===== config.mk =====
export PLATFORM = sky130hd
export DESIGN_NAME = dram_ctrl
export DESIGN_NICKNAME = d
export VERILOG_FILES = /design/src/logic/dram_ctrl_pkg.sv /design/src/logic/dram_ctrl.sv
export SDC_FILE = /design/constraint.sdc
export NUM_CORES = 1
export LEC_CHECK = 0
export BUFFER_PORTS_ARGS = -buffer_cell sky130_fd_sc_hd__buf_2
export CAP_MARGIN = 20
export CELL_PAD_IN_SITES_DETAIL_PLACEMENT = 1
export CELL_PAD_IN_SITES_GLOBAL_PLACEMENT = 1
export CORE_MARGIN = 2
export CORE_UTILIZATION = 45
export DETAILED_ROUTE_END_ITERATION = 12
export PLACE_DENSITY_LB_ADDON = 0.1
export SYNTH_ARGS = -nofsm -noshare
export SYNTH_HDL_FRONTEND = slang
export SYNTH_SLANG_ARGS = --single-unit

===== constraint.sdc =====
create_clock -name ref_clk -period 3.45 [get_ports ref_clk]
set_input_delay 0.5175 -clock ref_clk [delete_from_list [all_inputs] [get_ports ref_clk]]
set_output_delay 0.5175 -clock ref_clk [all_outputs]
set_load 0.1 [all_outputs]

===== src/logic/dram_ctrl_pkg.sv =====
// Package for the fast page memory module controller.
// Assumes a 40 MHz ref_clk; all timing counts derive from it.
package dram_ctrl_pkg;
   localparam int CLK_PERIOD_PS = 25000;
   // Timing figures in their printed units
   localparam int ROW_PRECHARGE_NS = 80;
   localparam int ROW_PULSE_NS = 100;
   localparam int ROW_TO_COL_NS = 15;
   localparam int COL_PULSE_NS = 25;
   localparam int COLUMN_PRECHARGE_MIN_NS = 15;
   localparam int ROW_TO_WRITE_DELAY_NS = 90;
   localparam int COLUMN_ADDRESS_TO_WRITE_DELAY_NS = 50;
   localparam int COLUMN_STROBE_TO_WRITE_DELAY_NS = 35;
   localparam int WAKE_PAUSE_US = 100;
   localparam int REFRESH_PERIOD_MS = 8;
   localparam int WAKE_CYCLES = 8;
   localparam int REFRESH_ROWS = 512;
   // Least times rounded up to whole cycles
   function automatic int ns_to_cyc(input int ns);
      int c;
      c = (ns * 1000 + CLK_PERIOD_PS - 1) / CLK_PERIOD_PS;
      return (c < 1) ? 1 : c;
   endfunction : ns_to_cyc
   localparam int T_RP_CYC = ns_to_cyc(ROW_PRECHARGE_NS);
   localparam int T_RAS_CYC = ns_to_cyc(ROW_PULSE_NS);
   localparam int T_RCD_CYC = ns_to_cyc(ROW_TO_COL_NS);
   localparam int T_CAS_CYC = ns_to_cyc(COL_PULSE_NS);
   localparam int T_CPN_CYC = ns_to_cyc(COLUMN_PRECHARGE_MIN_NS);
   localparam int T_RWD_CYC = ns_to_cyc(ROW_TO_WRITE_DELAY_NS);
   localparam int T_AWD_CYC = ns_to_cyc(COLUMN_ADDRESS_TO_WRITE_DELAY_NS);
   localparam int T_CWD_CYC = ns_to_cyc(COLUMN_STROBE_TO_WRITE_DELAY_NS);
   localparam int WAKE_PAUSE_CYC = (WAKE_PAUSE_US * 1000000) / CLK_PERIOD_PS;
   // Rows spread over the deadline, rounded down; the pacing counter then waits one cycle more per row
   localparam int REFRESH_INTERVAL_CYC =
      int'((64'(REFRESH_PERIOD_MS) * 64'd1000000000) / CLK_PERIOD_PS / REFRESH_ROWS);
   localparam int ROW_BITS = 10;
   localparam int REFRESH_ADDR_BITS = 9;
   localparam int DATA_LANES = 8;
   localparam int CNT_W = 16;
   localparam logic [3:0] WAKE_CNT_RESET = 4'h0;
   typedef enum {
      ST_PAUSE, ST_WAKE_LOW, ST_WAKE_HIGH, ST_IDLE, ST_ROW, ST_COL, ST_COL_END,
      ST_LATE_WRITE, ST_CBR_SETUP, ST_CBR_ROW, ST_HIDDEN_HIGH, ST_HIDDEN_LOW,
      ST_PRECHARGE
   } ctrl_state_t;
endpackage : dram_ctrl_pkg


===== src/logic/dram_ctrl.sv =====
// Host controller that drives a one-megabit-deep, nine-lane fast page memory module.
// Assumes strobes, address and data pins reach the module directly; module outputs
// are asynchronous and are brought in through two flip-flops.
// Operation
// - Row half then column half, ten lines
// - Write strobe high reads, low writes
// - Both strobes high end the cycle
// - All 512 rows refreshed every 8ms; the code spaces refreshes 626 cycles apart, about 8.013ms for all 512 rows
// - Page mode reads, writes, read-modify-writes
// - Row once, toggle columns, row high ends
// - Hidden refresh after read keeps column low
// - Wait 100us, eight row cycles, repeat
// - Pulse column high to clear output
`timescale 1ns/10ps
module dram_ctrl
   import dram_ctrl_pkg::*;
#(
   parameter int WAKE_PAUSE = WAKE_PAUSE_CYC,
   parameter int REFRESH_INTERVAL = REFRESH_INTERVAL_CYC
) (
   input wire logic ref_clk,
   input wire logic arst_n,
   // User request port
   input wire logic req_valid,
   output logic req_ready,
   input wire logic req_write,
   input wire logic req_rmw,
   input wire logic req_page_last,
   input wire logic req_hidden,
   input wire logic [2*ROW_BITS-1:0] req_addr,
   input wire logic [DATA_LANES:0] req_wdata,
   output logic rsp_valid,
   output logic [DATA_LANES:0] rsp_rdata,
   output logic init_done,
   // Module pins
   output logic row_strobe_n,
   output logic col_strobe_n,
   output logic ninth_lane_column_strobe_n,
   output logic write_strobe_n,
   output logic [ROW_BITS-1:0] mux_address_lines,
   input wire logic [DATA_LANES-1:0] shared_data_lanes_in,
   output logic [DATA_LANES-1:0] shared_data_lanes_out,
   output logic shared_data_lanes_oe,
   output logic ninth_lane_data_input,
   input wire logic ninth_lane_data_output,
   input wire logic module_presence_pin
);
   typedef struct packed {
      ctrl_state_t st;
      logic [CNT_W-1:0] tmr;
      logic [CNT_W-1:0] ref_tmr;
      logic ref_due;
      logic missed;
      logic [3:0] wake_cnt;
      logic in_page;
      logic hidden;
      logic wr;
      logic rmw;
      logic last;
      logic [2*ROW_BITS-1:0] addr;
      logic [DATA_LANES:0] wdata;
      logic ras_n, cas_n, we_n, oe;
      logic [ROW_BITS-1:0] a;
      logic [DATA_LANES:0] dout;
      logic rsp_v;
      logic [DATA_LANES:0] rdata;
      logic [DATA_LANES:0] sync1, sync2;
      logic pres1, pres2;
      logic init;
   } state_t;
   state_t s_reg, s_next;
   wire logic take = req_valid && req_ready;
   localparam logic [CNT_W-1:0] ONE = 16'h0001;

   // Cycle count converted to the counter width
   function automatic logic [CNT_W-1:0] cyc(input int n);
      return CNT_W'(n);
   endfunction : cyc

   // Ready in idle, or at column end while a page is open, only with the module present; never with refresh due
   assign req_ready = s_reg.init && s_reg.pres2 && !s_reg.ref_due
      && (s_reg.st == ST_IDLE
      || (s_reg.st == ST_COL_END && s_reg.tmr == '0 && !s_reg.last));
   always_comb begin
      s_next = s_reg;
      s_next.rsp_v = 1'b0;
      // Input pins pass two flops before use
      s_next.sync1 = {ninth_lane_data_output, shared_data_lanes_in};
      s_next.sync2 = s_reg.sync1;
      s_next.pres1 = module_presence_pin;
      s_next.pres2 = s_reg.pres1;
      if (s_reg.tmr != '0) s_next.tmr = s_reg.tmr - ONE;
      // Refresh pacing; a missed deadline forces another wake-up
      if (s_reg.ref_tmr != '0) begin
         s_next.ref_tmr = s_reg.ref_tmr - ONE;
      end else begin
         s_next.ref_tmr = cyc(REFRESH_INTERVAL);
         if (s_reg.ref_due && s_reg.init) s_next.missed = 1'b1;
         s_next.ref_due = 1'b1;
      end
      case (s_reg.st)
         ST_PAUSE: begin
            s_next.ras_n = 1'b1;
            s_next.cas_n = 1'b1;
            if (s_reg.tmr == '0) begin
               s_next.st = ST_WAKE_LOW;
               s_next.ras_n = 1'b0;
               s_next.tmr = cyc(T_RAS_CYC);
            end
         end
         ST_WAKE_LOW: if (s_reg.tmr == '0) begin
            s_next.ras_n = 1'b1;
            s_next.tmr = cyc(T_RP_CYC);
            s_next.wake_cnt = s_reg.wake_cnt + 4'h1;
            s_next.st = ST_WAKE_HIGH;
         end
         ST_WAKE_HIGH: if (s_reg.tmr == '0) begin
            if (s_reg.wake_cnt == 4'(WAKE_CYCLES)) begin
               s_next.init = 1'b1;
               s_next.missed = 1'b0;
               s_next.st = ST_IDLE;
            end else begin
               s_next.ras_n = 1'b0;
               s_next.tmr = cyc(T_RAS_CYC);
               s_next.st = ST_WAKE_LOW;
            end
         end
         ST_IDLE: begin
            s_next.oe = 1'b0;
            if (s_reg.missed) begin
               s_next.init = 1'b0;
               s_next.wake_cnt = WAKE_CNT_RESET;
               s_next.ras_n = 1'b0;
               s_next.tmr = cyc(T_RAS_CYC);
               s_next.st = ST_WAKE_LOW;
            end else if (s_reg.ref_due && s_reg.init) begin
               // Column low first so the device uses its own counter
               s_next.cas_n = 1'b0;
               s_next.tmr = ONE;
               s_next.ref_due = 1'b0;
               s_next.st = ST_CBR_SETUP;
            end else if (take) begin
               s_next.addr = req_addr;
               s_next.wdata = req_wdata;
               s_next.wr = req_write;
               s_next.rmw = req_rmw;
               s_next.last = req_page_last;
               s_next.hidden = req_hidden && !req_write && !req_rmw;
               s_next.a = req_addr[2*ROW_BITS-1:ROW_BITS];
               s_next.ras_n = 1'b0;
               s_next.tmr = cyc(T_RCD_CYC);
               s_next.st = ST_ROW;
            end
         end
         ST_ROW, ST_COL_END: if (s_reg.tmr == '0 && (s_reg.st == ST_ROW || take
               || s_reg.in_page)) begin
            // Present the column half and drop the column strobe in the same cycle
            if (s_reg.st == ST_COL_END && !s_reg.in_page) begin
               s_next.addr = req_addr;
               s_next.wdata = req_wdata;
               s_next.wr = req_write;
               s_next.rmw = req_rmw;
               s_next.last = req_page_last;
            end
            s_next.in_page = 1'b0;
            s_next.a = (s_reg.st == ST_COL_END && !s_reg.in_page) ?
               req_addr[ROW_BITS-1:0] : s_reg.addr[ROW_BITS-1:0];
            s_next.we_n = !(s_reg.st == ST_COL_END && !s_reg.in_page ? req_write
               : s_reg.wr); // Early write set with the strobe
            s_next.dout = (s_reg.st == ST_COL_END && !s_reg.in_page) ? req_wdata
               : s_reg.wdata;
            s_next.oe = (s_reg.st == ST_COL_END && !s_reg.in_page) ? req_write
               : s_reg.wr;
            s_next.cas_n = 1'b0;
            s_next.tmr = cyc(T_CAS_CYC > T_RWD_CYC - T_RCD_CYC ? T_CAS_CYC + 2
               : T_RWD_CYC - T_RCD_CYC + 2);
            s_next.st = ST_COL;
         end else if (s_reg.st == ST_COL_END && s_reg.tmr == '0
               && (s_reg.last || s_reg.ref_due)) begin
            // A due refresh closes an open page so the refresh counter keeps pace
            s_next.ras_n = 1'b1;
            s_next.tmr = cyc(T_RP_CYC);
            s_next.st = ST_PRECHARGE;
         end
         ST_COL: if (s_reg.tmr == '0) begin
            if (!s_reg.wr) begin
               // Data has crossed both sync flops while column stays low
               s_next.rdata = s_reg.sync2;
               s_next.rsp_v = 1'b1;
            end
            if (s_reg.rmw && s_reg.we_n) begin
               // Write falls after read-write delays met
               s_next.we_n = 1'b0;
               s_next.oe = 1'b1;
               s_next.tmr = cyc(T_CWD_CYC > T_AWD_CYC ? T_CWD_CYC : T_AWD_CYC);
               s_next.st = ST_LATE_WRITE;
            end else if (s_reg.hidden) begin
               s_next.ras_n = 1'b1; // Column held low across refresh
               s_next.tmr = cyc(T_RP_CYC);
               s_next.st = ST_HIDDEN_HIGH;
            end else begin
               s_next.cas_n = 1'b1; // Column high releases the device outputs
               s_next.oe = 1'b0;
               s_next.we_n = 1'b1;
               s_next.tmr = cyc(T_CPN_CYC);
               s_next.in_page = 1'b0;
               s_next.st = ST_COL_END;
            end
         end
         ST_LATE_WRITE: if (s_reg.tmr == '0) begin
            s_next.cas_n = 1'b1;
            s_next.we_n = 1'b1;
            s_next.oe = 1'b0;
            s_next.rmw = 1'b0;
            s_next.tmr = cyc(T_CPN_CYC);
            s_next.st = ST_COL_END;
         end
         ST_HIDDEN_HIGH: if (s_reg.tmr == '0) begin
            s_next.ras_n = 1'b0;
            s_next.tmr = cyc(T_RAS_CYC);
            s_next.st = ST_HIDDEN_LOW;
         end
         ST_HIDDEN_LOW: if (s_reg.tmr == '0) begin
            s_next.ras_n = 1'b1;
            s_next.cas_n = 1'b1;
            s_next.hidden = 1'b0;
            s_next.tmr = cyc(T_RP_CYC);
            s_next.st = ST_PRECHARGE;
         end
         ST_CBR_SETUP: if (s_reg.tmr == '0) begin
            s_next.ras_n = 1'b0;
            s_next.tmr = cyc(T_RAS_CYC);
            s_next.st = ST_CBR_ROW;
         end
         ST_CBR_ROW: if (s_reg.tmr == '0) begin
            s_next.ras_n = 1'b1;
            s_next.cas_n = 1'b1;
            s_next.tmr = cyc(T_RP_CYC);
            s_next.st = ST_PRECHARGE;
         end
         ST_PRECHARGE: if (s_reg.tmr == '0) s_next.st = ST_IDLE;
         default: s_next.st = ST_IDLE;
      endcase
      // Page continues without a row cycle when the burst is open
      if (s_reg.st == ST_COL_END && s_reg.tmr == '0 && !s_reg.last && take)
         s_next.in_page = 1'b0;
   end

   // All state in one register
   always_ff @(posedge ref_clk or negedge arst_n) begin
      if (!arst_n) begin
         s_reg <= '0;
         s_reg.st <= ST_PAUSE;
         s_reg.tmr <= cyc(WAKE_PAUSE);
         s_reg.ref_tmr <= cyc(REFRESH_INTERVAL);
         s_reg.ras_n <= 1'b1;
         s_reg.cas_n <= 1'b1;
         s_reg.we_n <= 1'b1;
      end else begin
         s_reg <= s_next;
      end
   end

   // Ninth lane shares timing with its own strobe pin
   assign row_strobe_n = s_reg.ras_n;
   assign col_strobe_n = s_reg.cas_n;
   assign ninth_lane_column_strobe_n = s_reg.cas_n;
   assign write_strobe_n = s_reg.we_n;
   assign mux_address_lines = s_reg.a;
   assign shared_data_lanes_out = s_reg.dout[DATA_LANES-1:0];
   assign shared_data_lanes_oe = s_reg.oe;
   assign ninth_lane_data_input = s_reg.dout[DATA_LANES];
   assign rsp_valid = s_reg.rsp_v;
   assign rsp_rdata = s_reg.rdata;
   assign init_done = s_reg.init;
endmodule : dram_ctrl


==> results.ini <==
[run_status]
status=finished, final reports clean

[yosys]
syn_nets=654
synthTopCellsByCount=dfrtp_1, nand2_1, nor2_1
ys_seq_area_frac=0.493
synth_most_common_cell=dfrtp_1
ys_ff_latch=119
syn_inst=601
ys_types=63
syn_area_um2=6070
synth_area_leader_cell=dfrtp_1
async_flop_share=1.00
synth-edff-count=0
synth_top_area_share=0.433
ys_top_cells_by_area=dfrtp_1, mux2_2, dfstp_2, nand2_1, o21ai_0
synth.avg_cell_area_um2=10.1
ys_dominant_reg_cell=dfrtp_1
ys_warn_count=0

[critical_path]
path_max_fanout=13
start_kind=flip-flop
cp.required_ps=2930
arrival_ps=2790
critPathKind=flip-flop to output port
ff2ff_path_depth=8
endpoint_kind=output port

[cells_and_area]
final_layout_size_suffix_gt1_frac=0.288
diodes=0
final_util=0.544
areaGrowthSynthToFinish_pct=18.3
n_fill_cell=1475
finalNonFillerCells=850
largest_register_ffs=75
fin_nets=714

[clock_network]
tritoncts=yes
post_cts_buffers=0
clk_pin_slew_ps=50
cts_resized=0
clk-insertion-delay-late_ps=420
hold_buffers=0
cts_buffer_depth=2
numCtsBuffers=17
cts_root_buffer=clkbuf_16
cts_htree_levels=4
cts_num_sinks=119

[power_and_ir_drop]
internal_power_mw=2.64
power.leakage_nw=3.28
power_mw=3.34
pwr-share-comb=0.020
sequentialPowerShare=0.423
power_density_nw_per_um2=465
sw_frac_of_total=0.210
ir_drop_mv=0.361
p_switching_uw=702
clkPwrFrac=0.557

[detailed_routing]
wl_mm=15.5
drt_first_pass_iters=5
wl_per_cell_um=18.2
vias=4712
drt_iter0_markers=237
drt-vias-per-instance=5.54
drcViolationCount=0
antenna_left=0

[sta]
finalHoldViolations=0
grt_setup_unrepaired=no
fin_crit_sh=0.959
fin_ws_ps=140
tns_ps=0
max_freq_mhz=302
setup_violations=0
min_period_ps=3310
max_slew_margin=0.436
timing.final.max_slew_violations=0
clock_skew_ps=8.18
tightestPinTransition_ps=838

[global_routing]
grt_pass1_wl_mm=25.7
antenna_found_initial=0
grt_max_degree=39
grt_pass1_vias=5031
grt_overflow=0
grt_usage=0.231

[placed_design]
port_buffers=81
place.gp.congestion=0.926
detailedPlace.worstSlack_ps=486
place_inst=818
dp_hpwl_mm=10.9

[flow_run]
maxCapViolCount=0

[floorplanning]
die_y_um=120
core-area_um2=13200
ioPinCount=82
row_count=42
die_area_um2=14400
start_util=0.460
die_w_um=120

[worst_hold_path]
hold_path_class=input port to asynchronous set/reset pin

[area by class of cell]
class	instances	area, um2	share of cell area
multi-input combinational	412	2720	0.379
clock inverter	12	165	0.0230
timing repair buffer	97	556	0.0774
sequential	119	3000	0.417
tap	176	220	0.0307
clock buffer	20	467	0.0650
inverter	14	52.6	0.00732
[layout by cell type, fill, tap and decap left out, types with 11 or more instances in the layout]
| cell | netlist | routed |
|---|---|---|
| nand3_1 | 14 | 14 |
| nand2_1 | 77 | 77 |
| xor2_1 | 14 | 14 |
| mux2i_1 | 22 | 22 |
| clkbuf_16 | 0 | 17 |
| a21oi_1 | 16 | 16 |
| inv_1 | 13 | 13 |
| nor2_1 | 53 | 53 |
| xnor2_1 | 11 | 11 |
| buf_2 | 7 | 79 |
| mux2_2 | 37 | 37 |
| dfstp_2 | 14 | 14 |
| nor3_1 | 12 | 11 |
| dfrtp_1 | 105 | 105 |
| o21ai_0 | 45 | 45 |
| buf_4 | 28 | 16 |
[path summary, 6_finish.rpt]
| path | slack, ps | endpoint | start |
|---|---|---|---|
| min reg2reg | 350 | s_reg[7]$_DFF_PN0_ | s_next[7]$_DFF_PN0_ |
| max | 140 | req_ready | s_reg[110]$_DFF_PN0_ |
| min | 90 | s_reg[96]$_DFF_PN0_ | arst_n |
| min in group ref_clk | 200 | s_next[11]$_DFF_PN0_ | ninth_lane_data_output |
| max reg2reg | 470 | s_reg[128]$_DFFE_PN0P_ | s_reg[110]$_DFF_PN0_ |
| max in group asynchronous | 2590 | s_next[4]$_DFF_PN0_ | arst_n |
[kinds of logic (layout without fill, tap and decap cells)]
kind of cell,Yosys count,in the layout,synth area share
buf+inv,70,143,0.0633
compound gates,103,103,0.106
xor+xnor,25,25,0.0361
mux,60,60,0.107
simple gates,217,217,0.180
fa+ha+maj,7,7,0.0144
flops,119,119,0.493
[power by group through the flow]
stage	Sequential (mW)	Clock, mW	Combinational, mW
3_5_place_dp	1.44	0	0.0701
4_1_cts	1.41	1.90	0.0712
3_3_place_gp	1.44	0	0.0677
6_report	1.41	1.86	0.0674
2_1_floorplan	1.44	0	0.00562
5_1_grt	1.41	1.96	0.0785
[stage by stage]
step | cell area (um2) | hold WS, ps
floorplan | 6080 | 222
global placement | 6550 | 332
detailed placement | 6550 | 336
CTS | 7180 | 97.6
global route | 7180 | 104
finish | 7180 | 85.6
[layer usage]
| metal | track usage | share of wire | routed length (um) | vias up |
|---|---|---|---|---|
| li1 | - | - | - | 2206 |
| met1 | 0.288 | 0.43 | 6660 | 2353 |
| met2 | 0.386 | 0.50 | 7730 | 125 |
| met3 | 0.0528 | 0.048 | 747 | 28 |
| met4 | 0.0934 | 0.024 | 366 | 0 |
| met5 | 0 | 0 | 0 | - |
[critical path, cell delays in order, from the launching register on]
cell and delay, ps:
dfrtp_1 410, inv_1 140, ha_1 270, or4b_4 540, nor4_4 260, buf_4 250, a31oi_1 150, nor3_4 170
buf_12 200
Note: power is estimated with default switching activity, not from simulation.
